--- src/rtl/pss_defines.svh ---
// register map, field positions and reset values of the sleep select block
// included by the gating array, register slave, top and bench files; not by the package or interface
`ifndef PSS_DEFINES_SVH
`define PSS_DEFINES_SVH
`define PSS_WORD_W 16
`define PSS_SEL_ADDR 16'h9400
`define PSS_STATE_ADDR 16'h9401
`define PSS_SEL_RST 16'h0000
`define PSS_STATE_RST 16'h0000
`define PSS_RDATA_RST 16'h0000
`define PSS_SEL_WMASK 16'h3fff
`define PSS_GATE_MASK 16'h3fef
`define PSS_B_TIMER_ZERO_SLEEP 0
`define PSS_B_TIMER_ONE_SLEEP 1
`define PSS_B_SP0 2
`define PSS_B_SP1 3
`define PSS_B_GPIO 5
`define PSS_B_SIX 6
`define PSS_B_I2C 7
`define PSS_B_UART 8
`define PSS_B_PAR 9
`define PSS_B_WDOG 10
`define PSS_B_SYST 11
`define PSS_B_EXTERNAL_MEMORY_INTERFACE_SLEEP 12
`define PSS_B_MISC 13
`endif

--- src/rtl/pss_pkg.sv ---
// types shared by the sleep select block
// no assumptions beyond a 16-bit peripheral data path
package pss_pkg;
  typedef logic [15:0] pss_word_type;
  typedef enum logic [0:0] {
    PSS_RUN = 1'b0,
    PSS_ASLEEP = 1'b1
  } pss_mode_type;
  typedef struct packed {
    pss_mode_type mode;
  } pss_ctl_type;
  typedef struct packed {
    pss_word_type sel;
    pss_word_type rdata;
  } pss_regs_type;
  typedef struct packed {
    pss_word_type req;
    pss_word_type state;
  } pss_gate_type;
endpackage

--- src/rtl/pss_if.sv ---
// internal carrier between top, register slave and gating array
// all signals on clk, driven by exactly one modport
`timescale 1ns/100ps
interface pss_if;
  import pss_pkg::*;
  pss_word_type sel;
  pss_word_type state;
  logic go;
  logic wake;
  modport regs (output sel, input state);
  modport gate (input sel, input go, input wake, output state);
  modport ctl (input sel, input state, output go, output wake);
endinterface

--- src/rtl/pss_gate.sv ---
// per-module sleep request and sleep state array
// clock-stop acks come from logic on clk, so they are not synchronised
`timescale 1ns/100ps
`include "pss_defines.svh"
module pss_gate (
  input wire logic clk,
  input wire logic rst_b,
  input wire pss_pkg::pss_word_type ack,
  output pss_pkg::pss_word_type req,
  pss_if.gate sl
);
  import pss_pkg::*;
  localparam pss_word_type GM = `PSS_GATE_MASK;
  pss_gate_type r;
  pss_gate_type n;
  pss_word_type req_n;
  pss_word_type st_n;
  for (genvar i = 0; i < `PSS_WORD_W; i++) begin : g_bit
    // wake overrides the selects; go re-evaluates every select bit that the gate mask keeps
    assign req_n[i] = GM[i] & (sl.wake ? 1'b0 :
      (sl.go ? sl.sel[i] : r.req[i]));
    // state follows the stopped clock, not the request alone
    assign st_n[i] = GM[i] & r.req[i] & ack[i];
  end
  always_comb begin
    n = r;
    n.req = req_n;
    n.state = st_n;
  end
  always_ff @(posedge clk) begin
    if (!rst_b) begin
      r <= '{req: `PSS_STATE_RST, state: `PSS_STATE_RST};
    end else begin
      r <= n;
    end
  end
  assign req = r.req;
  assign sl.state = r.state;
endmodule

--- src/rtl/pss_regs.sv ---
// register slave: select word and read-only state word
// master never issues read and write strobes together
`timescale 1ns/100ps
`include "pss_defines.svh"
module pss_regs (
  input wire logic clk,
  input wire logic rst_b,
  input wire pss_pkg::pss_word_type reg_addr,
  input wire pss_pkg::pss_word_type reg_wdata,
  input wire logic reg_wr,
  input wire logic reg_rd,
  output pss_pkg::pss_word_type reg_rdata,
  pss_if.regs sl
);
  import pss_pkg::*;
  pss_regs_type r;
  pss_regs_type n;
  always_comb begin
    n = r;
    n.rdata = `PSS_RDATA_RST;
    if (reg_wr && reg_addr == `PSS_SEL_ADDR) begin
      n.sel = reg_wdata & `PSS_SEL_WMASK;
    end
    if (reg_rd && reg_addr == `PSS_SEL_ADDR) begin
      n.rdata = r.sel;
    end
    if (reg_rd && reg_addr == `PSS_STATE_ADDR) begin
      n.rdata = sl.state;
    end
  end
  always_ff @(posedge clk) begin
    if (!rst_b) begin
      r <= '{sel: `PSS_SEL_RST, rdata: `PSS_RDATA_RST};
    end else begin
      r <= n;
    end
  end
  assign sl.sel = r.sel;
  assign reg_rdata = r.rdata;
endmodule

--- src/rtl/pss_top.sv ---
// peripheral sleep select and status: idle sequencing and checks
// idle_exec, the group request and the acks are synchronous to clk
//
// Functional notes
// - select bit 8 set puts the uart to sleep on a group idle.
// - select bit 7 set puts the i2c controller to sleep.
// - select bit 6 set puts the bit-six module to sleep.
// - select bit 5 set puts the general pin port to sleep.
// - select bit 3 set puts serial port one to sleep.
// - select bit 2 set puts serial port zero to sleep.
// - select bit 1 set puts timer one to sleep.
// - select bit 0 set puts timer zero to sleep.
// - idle with group request low while asleep wakes everything.
// - idle while group flag high wakes modules whose select is 0.
// - state word at 9401 is read-only and resets to zero.
// - state bit 13 is the misc group; bits 15, 14, 4 read 0.
// - misc group covers bus, timeout, timer, clock-out, clock words.
// - state bit 12 shows the external memory interface asleep.
// - state bit 10 shows the watchdog asleep.
// - state bit 9 shows the parallel pin port asleep.
// - state bit 8 shows the uart asleep.
// - state bit 5 shows the general pin port asleep.
// - state bits 1 and 0 show timers one and zero asleep.
// - state bits 3 and 2 show serial ports one and zero asleep.
// - select word at 9400; bits 13 to 9 cover misc to parallel.
// - group flag is 1 while the peripheral group is asleep.
`timescale 1ns/100ps
`include "pss_defines.svh"
module pss_top (
  input wire logic clk,
  input wire logic rst_b,
  input wire pss_pkg::pss_word_type reg_addr,
  input wire pss_pkg::pss_word_type reg_wdata,
  input wire logic reg_wr,
  input wire logic reg_rd,
  output pss_pkg::pss_word_type reg_rdata,
  input wire logic idle_exec,
  input wire logic module_group_sleep_request,
  input wire pss_pkg::pss_word_type module_clock_stopped,
  output pss_pkg::pss_word_type module_sleep_req,
  output logic module_group_sleep_flag
);
  import pss_pkg::*;
  pss_if sl ();
  pss_ctl_type r;
  pss_ctl_type n;
  logic go;
  logic wake;

  // an idle with the request low does nothing unless the group sleeps
  assign go = idle_exec & module_group_sleep_request;
  assign wake = idle_exec & ~module_group_sleep_request &
    (r.mode == PSS_ASLEEP);

  always_comb begin
    n = r;
    unique case (r.mode)
      PSS_RUN: begin
        if (go) begin
          n.mode = PSS_ASLEEP;
        end
      end
      PSS_ASLEEP: begin
        if (wake) begin
          n.mode = PSS_RUN;
        end
      end
    endcase
  end

  always_ff @(posedge clk) begin
    if (!rst_b) begin
      r <= '{mode: PSS_RUN};
    end else begin
      r <= n;
    end
  end

  assign sl.go = go;
  assign sl.wake = wake;
  assign module_group_sleep_flag = (r.mode == PSS_ASLEEP);

  pss_regs u_regs (
    .clk(clk),
    .rst_b(rst_b),
    .reg_addr(reg_addr),
    .reg_wdata(reg_wdata),
    .reg_wr(reg_wr),
    .reg_rd(reg_rd),
    .reg_rdata(reg_rdata),
    .sl(sl)
  );

  // misc group (bit 13) gates all the bus and clock setup words as one
  pss_gate u_gate (
    .clk(clk),
    .rst_b(rst_b),
    .ack(module_clock_stopped),
    .req(module_sleep_req),
    .sl(sl)
  );
endmodule

--- config.mk ---
export PLATFORM = sky130hd
export DESIGN_NAME = pss_top
export DESIGN_NICKNAME = d
export VERILOG_FILES = /design/src/rtl/pss_pkg.sv /design/src/rtl/pss_if.sv /design/src/rtl/pss_gate.sv /design/src/rtl/pss_regs.sv /design/src/rtl/pss_top.sv
export VERILOG_INCLUDE_DIRS = /design/src /design/src/rtl
export SDC_FILE = /design/constraint.sdc
export NUM_CORES = 1
export LEC_CHECK = 0
export BUFFER_PORTS_ARGS = -buffer_cell sky130_fd_sc_hd__buf_2
export CAP_MARGIN = 20
export CORE_ASPECT_RATIO = 1.4
export CORE_MARGIN = 2
export CORE_UTILIZATION = 50
export DETAILED_ROUTE_END_ITERATION = 12
export PLACE_DENSITY = 0.84
export SETUP_SLACK_MARGIN = 0.5
export SYNTH_ARGS = -nofsm -noshare
export SYNTH_HDL_FRONTEND = slang
export SYNTH_SLANG_ARGS = --single-unit
--- constraint.sdc ---
create_clock -name clk -period 2.1 [get_ports clk]
set_clock_uncertainty 0.15 [all_clocks]
set_input_delay 0.105 -clock clk [delete_from_list [all_inputs] [get_ports clk]]
set_output_delay 0.105 -clock clk [all_outputs]
set_load 0.02 [all_outputs]
Word-level counts from Yosys, hierarchy flattened
Index checks and enable logic that the tools add are counted.
{"block": "word_totals", "register_bits": 63, "input_bits": 54, "output_inout_bits": 33, "elab_cells": 37}
{"block": "classes", "n_eq_ne": 2, "n_mux": 5, "bitwise": 19, "reduce_logical": 4}
{"operator": "$eq A16 B16 Y1 const B", "count": 2}
{"operator": "$and A1 B1 Y1", "count": 16}
{"operator": "$mux W16", "count": 1}
{"operator": "$mux W14", "count": 1}
{"operator": "$logic_and A1 B1 Y1", "count": 3}
{"operator": "$not A1 Y1", "count": 3}
{"operator": "$mux W1", "count": 2}
{"operator": "$pmux W1 S2", "count": 1}
{"operator": "$reduce_or A2 Y1", "count": 1}

Logic depth before layout (Yosys ltp)
Gate-level depths: netlist of run 1.
{"block": "depth", "ltp_word": 5, "depth_mapped": 5, "mapped_depth_nobuf": 4}

Modules after synthesis
From an unflattened synthesis of run 1, not the netlist that was laid out.
{"block": "unflattened", "cells_unflattened": 193, "area_unflattened_um2": 2130.8}
{"mod": "pss_regs", "n_inst": 1, "cells_per_inst": 111, "area_each_um2": 1203.7, "seq_area_each_um2": 600.6}
{"mod": "pss_gate", "n_inst": 1, "cells_per_inst": 77, "area_each_um2": 877.1, "seq_area_each_um2": 520.5}
{"mod": "pss_top", "n_inst": 1, "cells_per_inst": 5, "area_each_um2": 50.0, "seq_area_each_um2": 20.0}

Worst setup path before layout of run 1
OpenSTA, ideal clock, no wires.
{"block": "synth_timing", "kind": "input to register", "start": "input reg_addr[14]", "end": "register u_regs.r, in the netlist u_regs.sl.sel[0]", "setup_ps": 120, "t_arrival_ps": 1004, "setup_slack_ps": 826, "stages": 5, "path_buffers": 1, "path_cell_list": "nor4bb_1 -> and4_4 -> nand3b_4 -> buf_6 -> mux2i_1"}
{"block": "synth_between", "elab_chain_len": 2}
{"element": "from (decl)", "line": "pss_top.sv:32", "source": "input wire pss_pkg::pss_word_type reg_addr,"}
{"element": "$eq A16 B16 Y1 (no source line)"}
{"element": "$logic_and A1 B1 Y1 (no source line)"}
{"element": "to (signal assigned)", "line": "pss_regs.sv:33", "source": "r <= '{sel: `PSS_SEL_RST, rdata: `PSS_RDATA_RST};"}
{"element": "to (signal assigned)", "line": "pss_regs.sv:35", "source": "r <= n;"}
{"element": "to (decl)", "line": "pss_regs.sv:16", "source": "pss_regs_type r;"}
Every way passes these cells.
A chain may end at the register's enable or synchronous reset.

Final worst setup path of run 1
{"block": "layout_timing", "start": "input idle_exec", "end": "register u_gate.r, in the netlist u_gate.req[10]"}
{"block": "layout_between", "elab_chain_len": 3, "elab_cells_between_ends": 4, "cone_classes": "3 x bitwise; 1 x reduce/logical"}
{"element": "from (decl)", "line": "pss_top.sv:37", "source": "input wire logic idle_exec,"}
{"element": "$and A1 B1 Y1 (2 in a row)", "line": "pss_top.sv:52", "source": "assign wake = idle_exec & ~module_group_sleep_request &"}
{"element": "$reduce_or A2 Y1 (no source line)"}
{"element": "to (signal assigned)", "line": "pss_gate.sv:32", "source": "r <= '{req: `PSS_STATE_RST, state: `PSS_STATE_RST};"}
{"element": "to (signal assigned)", "line": "pss_gate.sv:34", "source": "r <= n;"}
{"element": "to (decl)", "line": "pss_gate.sv:14", "source": "pss_gate_type r;"}
Parallel ways exist; a longest one is shown, timed or not.

==> flow_summary_export.csv, run 1 <==
group,metric,value,unit
outcome,status,"complete, no violations",
cells_and_area,antennaDiodeCount,0,
sta,final_hold_viol_count,0,
grt,grtUsageMet1,0.215,
worst_setup_path,path_cells,"dlygate4sd3_1 > buf_2 > and2_1 > nand2_1 > a21oi_1",
yosys,synth_ff_type,"dfxtp_1",
yosys,syn_inst,207,
routing,avgViaCountPerCell,4.96,
sta,drv_slew,0,
die,die_area,4510,sq um
sta,finalCriticalPeriod,1.39,ns
worst_setup_path,worst_setup_path_start_kind,"input port",
grt,busiest_layer,"met2",
clocking,clk-insertion-delay-late,0.30,ns
clocking,cts_sinks,55,
yosys,synth_enable_flop_cells,0,
die,rows,27,
die,die-width,57.3,um
grt,grt_pass1_wl,7.58,mm
cells_and_area,nFillCells,290,
clocking,cts-resized-gates,0,
power_and_ir_drop,power_density,690,nW/um^2
clocking,cts.reportedPaths.clkPinSlew,0.09,ns
routing,wl_per_cell,13.1,um
yosys,synth_top_area_frac,0.553,
routing,ant_nets,0,
grt,grt_pass1_vias,1778,
worst_setup_path,path_max_fanout,13,
grt,grt_max_degree,25,
sta,fmax,0.717,GHz
clocking,numCtsBuffers,5,
die,io_pins,87,
yosys,ys.warnings.count,0,
yosys,synthTopCellsByArea,"dfxtp_1 55%, mux2i_1 14%, nand2_1 11%",
worst_setup_path,cp.arrival,1.47,ns
cells_and_area,post-route-util,0.710,
grt,grt_overflow_total,0,
grt,gr-usage-met2,0.424,
die,core,3880,sq um
yosys,syn_avg_cell_area,9.61,sq um
sta,slew_headroom,0.652,
routing,drc_errors,0,
cells_and_area,syn2layout_area_growth,38.6,%
sta,tightest_slew,0.520,ns
yosys,netlist_area,1990,sq um
routing,routed_wl,4.59,mm
clocking,postCtsHoldBufs,28,
grt,antenna_found_initial,0,
worst_setup_path,cp_num_buf_inv,2,
placement,dp_hpwl,3.03,mm
yosys,ys_types,24,
cells_and_area,seqCellArea,1100,sq um
clocking,cts_root_buf,"clkbuf_8",
hold_path,hold_path_class,"input port to flop",
placement,gp_congestion,0.761,
grt,gr-usage-all-layers,0.218,
sta,setup_viol,0,
cells_and_area,drive_gt1_frac,0.292,
worst_setup_path,critical_path_class,"input port to flop",
yosys,synth.most_common_cell,"nand2_1",
sta,fin_crit_sh,0.664,
clocking,tritoncts,"done",
yosys,ys_seq_area_frac,0.553,
worst_setup_path,r2r_setup_slack,0.83,ns
routing,vias,1742,
worst_setup_path,crit_slowest_cell,"dlygate4sd3_1",
worst_setup_path,critical_path.max_stage_delay,0.52,ns
yosys,synth_area_leader_cell,"dfxtp_1",
placement,portBuffers,76,
yosys,synthTopCellsByCount,"56 x nand2_1, 55 x dfxtp_1, 27 x mux2i_1",
power_and_ir_drop,power_leakage,1.39,nW
worst_setup_path,worstPathRequired,2.17,ns
die,die_h,78.6,um
yosys,synthArstFlopShare,0,
clocking,cts_setup_buffers,0,
yosys,ys_ff_latch,55,
cells_and_area,fin_nets,361,
cells_and_area,stdcell_area,2760,sq um
job,cap_violations,0,
clocking,htree_levels,2,
die,initial_core_util,0.512,
placement,placed_area,2360,sq um
power_and_ir_drop,vdd_drop_max,0.646,mV
sta,rsz0062_at_grt,"false",
cells_and_area,multiInputGateArea,808,sq um
grt,gr-usage-met3,0.0478,
routing,first_pass_iters,4,
worst_setup_path,cp-end-kind,"flop",
clocking,clockBufferDepth,2,
sta,holdWs,0.0614,ns
sta,fin_tns_setup,0,ns
routing,drt_iter0_drc,33,
worst_setup_path,critPathTopFamily,"buffers and inverters",
stage by stage:
stage	cells	setup WS, ns	power, W
final	351	0.705	0.00190
after global routing	351	0.620	0.00197
after CTS	351	0.708	0.00191
after detailed placement	315	0.479	0.00118
after global placement	315	0.543	0.00117
after floorplan	211	0.826	0.00113
cells in the final DEF (no fill, tap or decap), drive strengths merged:
master,n
buf,78
nand2,56
dfxtp,55
dlygate4sd3,28
mux2i,27
a21oi,13
nor2,13
and3,13
clkbuf,6
conb,5
nand3b,2
nor4b,1
nor4,1
nor4bb,1
nor3,1
and4,1
and2,1
nand3,1
nand2b,1
a21boi,1
nor3b,1
bufinv,1
clkinv,1
layout make-up:
cell class / count / area share
clock buffers: 6 / 0.0300
clock inverters: 2 / 0.0127
multi-input cells: 139 / 0.293
well taps: 43 / 0.0195
repair buffers: 106 / 0.245
flip-flops and latches: 55 / 0.399
worst min-delay path, delay by kind of cell:
family | cells | cell delay [ns]
simple gates | 1 | 0.10
buf+inv | 1 | 0.21
mux | 1 | 0.05
report_power, final:
group	switching (W)	leakage [nW]	internal, W
Sequential	0.000000946	0.443	0.00104
Combinational	0.0000685	0.882	0.0000802
Clock	0.000323	0.0612	0.000386
sequential cells by signal, indices dropped and copies added, names as in the netlist, named ones only:
name,count
u_regs.reg_rdata,14
u_gate.req,13
u_gate.sl.state,13
u_regs.sl.sel,14
final timing paths:
kind | from | to | cells after the start
worst max register to register | flop | u_gate.req[10]$_SDFFE_PP0P_ | 3
worst min register to register | u_gate.req[9]$_SDFFE_PP0P_ | u_gate.req[9]$_SDFFE_PP0P_ | 2
worst max-delay path | idle_exec | u_gate.req[10]$_SDFFE_PP0P_ | 5
worst min-delay path | rst_b | u_regs.sl.sel[1]$_SDFFE_PN0P_ | 3
cells by family (layout without fill, tap and decap cells):
logic type,count (synthesis),in the layout,synth area share
simple gates,93,93,0.225
compound gates,14,14,0.0365
other cells,1,5,0.00188
flops,55,55,0.553
buf+inv,17,114,0.0478
mux,27,27,0.136
layer usage:
| layer | vias to the layer above | part of all wire |
|---|---|---|
| met4 | 0 | 0.022 |
| li1 | 868 | - |
| met5 | - | 0 |
| met3 | 10 | 0.043 |
| met2 | 50 | 0.57 |
| met1 | 814 | 0.36 |
(Power assumes the default switching activity.)
==> inputs of run 2 (changes only) <==
CORE_UTILIZATION = 46   (was 50)
PLACE_DENSITY = 0.78   (was 0.84)
clock period = 1.4 ns   (was 2.1 ns; I/O delays follow)
==> flow_summary_export.csv, run 2 (synthesized netlist as in run 1, its figures left out) <==
group,metric,value,unit
worst_setup_path,crit_slowest_cell,"and4_4",
power_and_ir_drop,switchingPower,0.000607,W
sta,timing.final.ws_setup,0.280,ns
outcome,status,"finished, violations left",
routing,first_pass_iters,4,
sta,holdWs,-0.0963,ns
grt,grt_pass1_wl,8.54,mm
routing,avgViaCountPerCell,5.13,
placement,gp_congestion,0.747,
power_and_ir_drop,power_leakage,1.52,nW
worst_setup_path,cp-end-kind,"flop",
routing,drc_errors,0,
die,die-width,59.6,um
worst_setup_path,critical_path.max_stage_delay,0.29,ns
job,cap_violations,0,
die,io_pins,87,
placement,dpl_worst_slack,-0.0523,ns
cells_and_area,fin_nets,374,
power_and_ir_drop,power_density,886,nW/um^2
placement,dp_hpwl,3.06,mm
hold_path,hold_path_class,"input port to flop",
sta,final_hold_viol_count,2,
clocking,numCtsBuffers,5,
clocking,cts.reportedPaths.clkPinSlew,0.09,ns
cells_and_area,antennaDiodeCount,0,
clocking,cts_root_buf,"clkbuf_8",
power_and_ir_drop,swShare,0.214,
clocking,tritoncts,"done",
routing,drt_iter0_drc,70,
grt,grt_overflow_total,0,
worst_setup_path,worst_setup_path_start_kind,"input port",
cells_and_area,mostFrequentLayoutCells,"55 x nand2_1, 43 x buf_2, 36 x buf_6",
clocking,cts_sinks,55,
die,rows,28,
sta,drv_slew,0,
die,die_area,4870,sq um
die,die_h,81.8,um
worst_setup_path,path_cells,"buf_6 > nor4_2 > and4_4 > nand3b_4 > buf_12 > mux2i_1",
sta,tightest_slew,0.534,ns
cells_and_area,syn2layout_area_growth,60.8,%
power_and_ir_drop,combPwrFrac,0.091,
power_and_ir_drop,p_seq_frac,0.552,
placement,portBuffers,76,
routing,routed_wl,5.94,mm
sta,setup_viol,0,
routing,wl_per_cell,16.3,um
worst_setup_path,critPathTopFamily,"simple AND/OR/NAND/NOR gates",
routing,ant_nets,0,
worst_setup_path,cp_num_buf_inv,2,
sta,finalCriticalPeriod,1.12,ns
clocking,postCtsHoldBufs,27,
outcome,violations,"hold timing",
sta,fin_crit_sh,0.800,
clocking,clk-insertion-delay-late,0.31,ns
clocking,htree_levels,2,
worst_setup_path,cp.arrival,1.20,ns
worst_setup_path,r2r_setup_slack,0.35,ns
routing,vias,1874,
sta,slew_headroom,0.643,
grt,gr-usage-all-layers,0.237,
die,initial_core_util,0.473,
power_and_ir_drop,power.total,0.00283,W
worst_setup_path,path_max_fanout,6,
sta,rsz0062_at_grt,"true",
power_and_ir_drop,cellInternalPower,0.00223,W
die,core,4200,sq um
sta,fmax,0.893,GHz
cells_and_area,drive_gt1_frac,0.447,
power_and_ir_drop,pwr-share-clk,0.357,
cells_and_area,final_common_cell,"nand2_1",
grt,antenna_found_initial,0,
worst_setup_path,critical_path_class,"input port to flop",
clocking,clockBufferDepth,2,
worst_setup_path,worstPathRequired,1.48,ns
grt,grt_max_degree,16,
grt,grt_pass1_vias,1913,
power_and_ir_drop,vdd_drop_max,0.604,mV
-- run 2: cell count changes in the layout (fill, tap and decap cells not counted), sizes merged --
cell / delta
clkbuf: +1
clkinv: -1
dlygate4sd3: -1
buf: +13
-- run 2: path summary, 6_finish.rpt --
path,startpoint,cells after the start,to
worst max register to register,flop,3,u_gate.req[10]$_SDFFE_PP0P_
worst min-delay path,idle_exec,3,flop
worst min register to register,u_regs.sl.sel[0]$_SDFFE_PN0P_,2,u_gate.req[0]$_SDFFE_PP0P_
worst max-delay path,reg_addr[2],6,u_regs.sl.sel[7]$_SDFFE_PN0P_
-- run 2: metrics by stage --
stage               std cells  cell area (sq um)  setup TNS (ns)   util
floorplan                 211               2070               0      -
global placement          321               2430          -0.299  0.578
detailed placement        321               2430          -0.662  0.578
CTS                       364               3110               0  0.740
global route              365               3200               0  0.761
finish                    365               3200               0  0.761
-- run 2: worst reg2reg max path: stages, from the launching register on --
cell,delay [ns]
dfxtp_4,0.36
nand3b_1,0.12
nand2_4,0.16
a21oi_1,0.19
-- run 2: timing repair --
action / 4_1_cts / 5_1_grt
hold endpoints to repair: 29 / 2
resized for setup: 86 / 11
buffers inserted: 9 / 0
cloned: 0 / 1
pin swaps: 2 / 5
setup endpoints to repair: 69 / 69
-- run 2: routing by layer --
layer  GRT usage  routed length (um)  part of all wire  vias to the layer above
met5           0                   0                 0                        -
met4       0.127                 205             0.034                        0
met3      0.0409                 211             0.036                       19
met2       0.446                3400              0.57                       63
met1       0.242                2130              0.36                      898
li1            -                   -                 -                      894
-- run 2: power groups by stage --
stage | sequential, W | combinational (W) | clock [W]
final | 0.00156 | 0.000259 | 0.00101
after global routing | 0.00156 | 0.000277 | 0.00109
after CTS | 0.00156 | 0.000232 | 0.00101
after detailed placement | 0.00160 | 0.000170 | 0
after global placement | 0.00160 | 0.000169 | 0
after floorplan | 0.00160 | 0.0000951 | 0
-- run 2: area by class of cell --
type	count	area [sq um]
sequential	55	1140
fill	275	1000
clock buffer	6	72.6
multi-input combinational	139	883
tap	45	56.3
clock inverter	1	30.0
timing repair buffer	119	1020
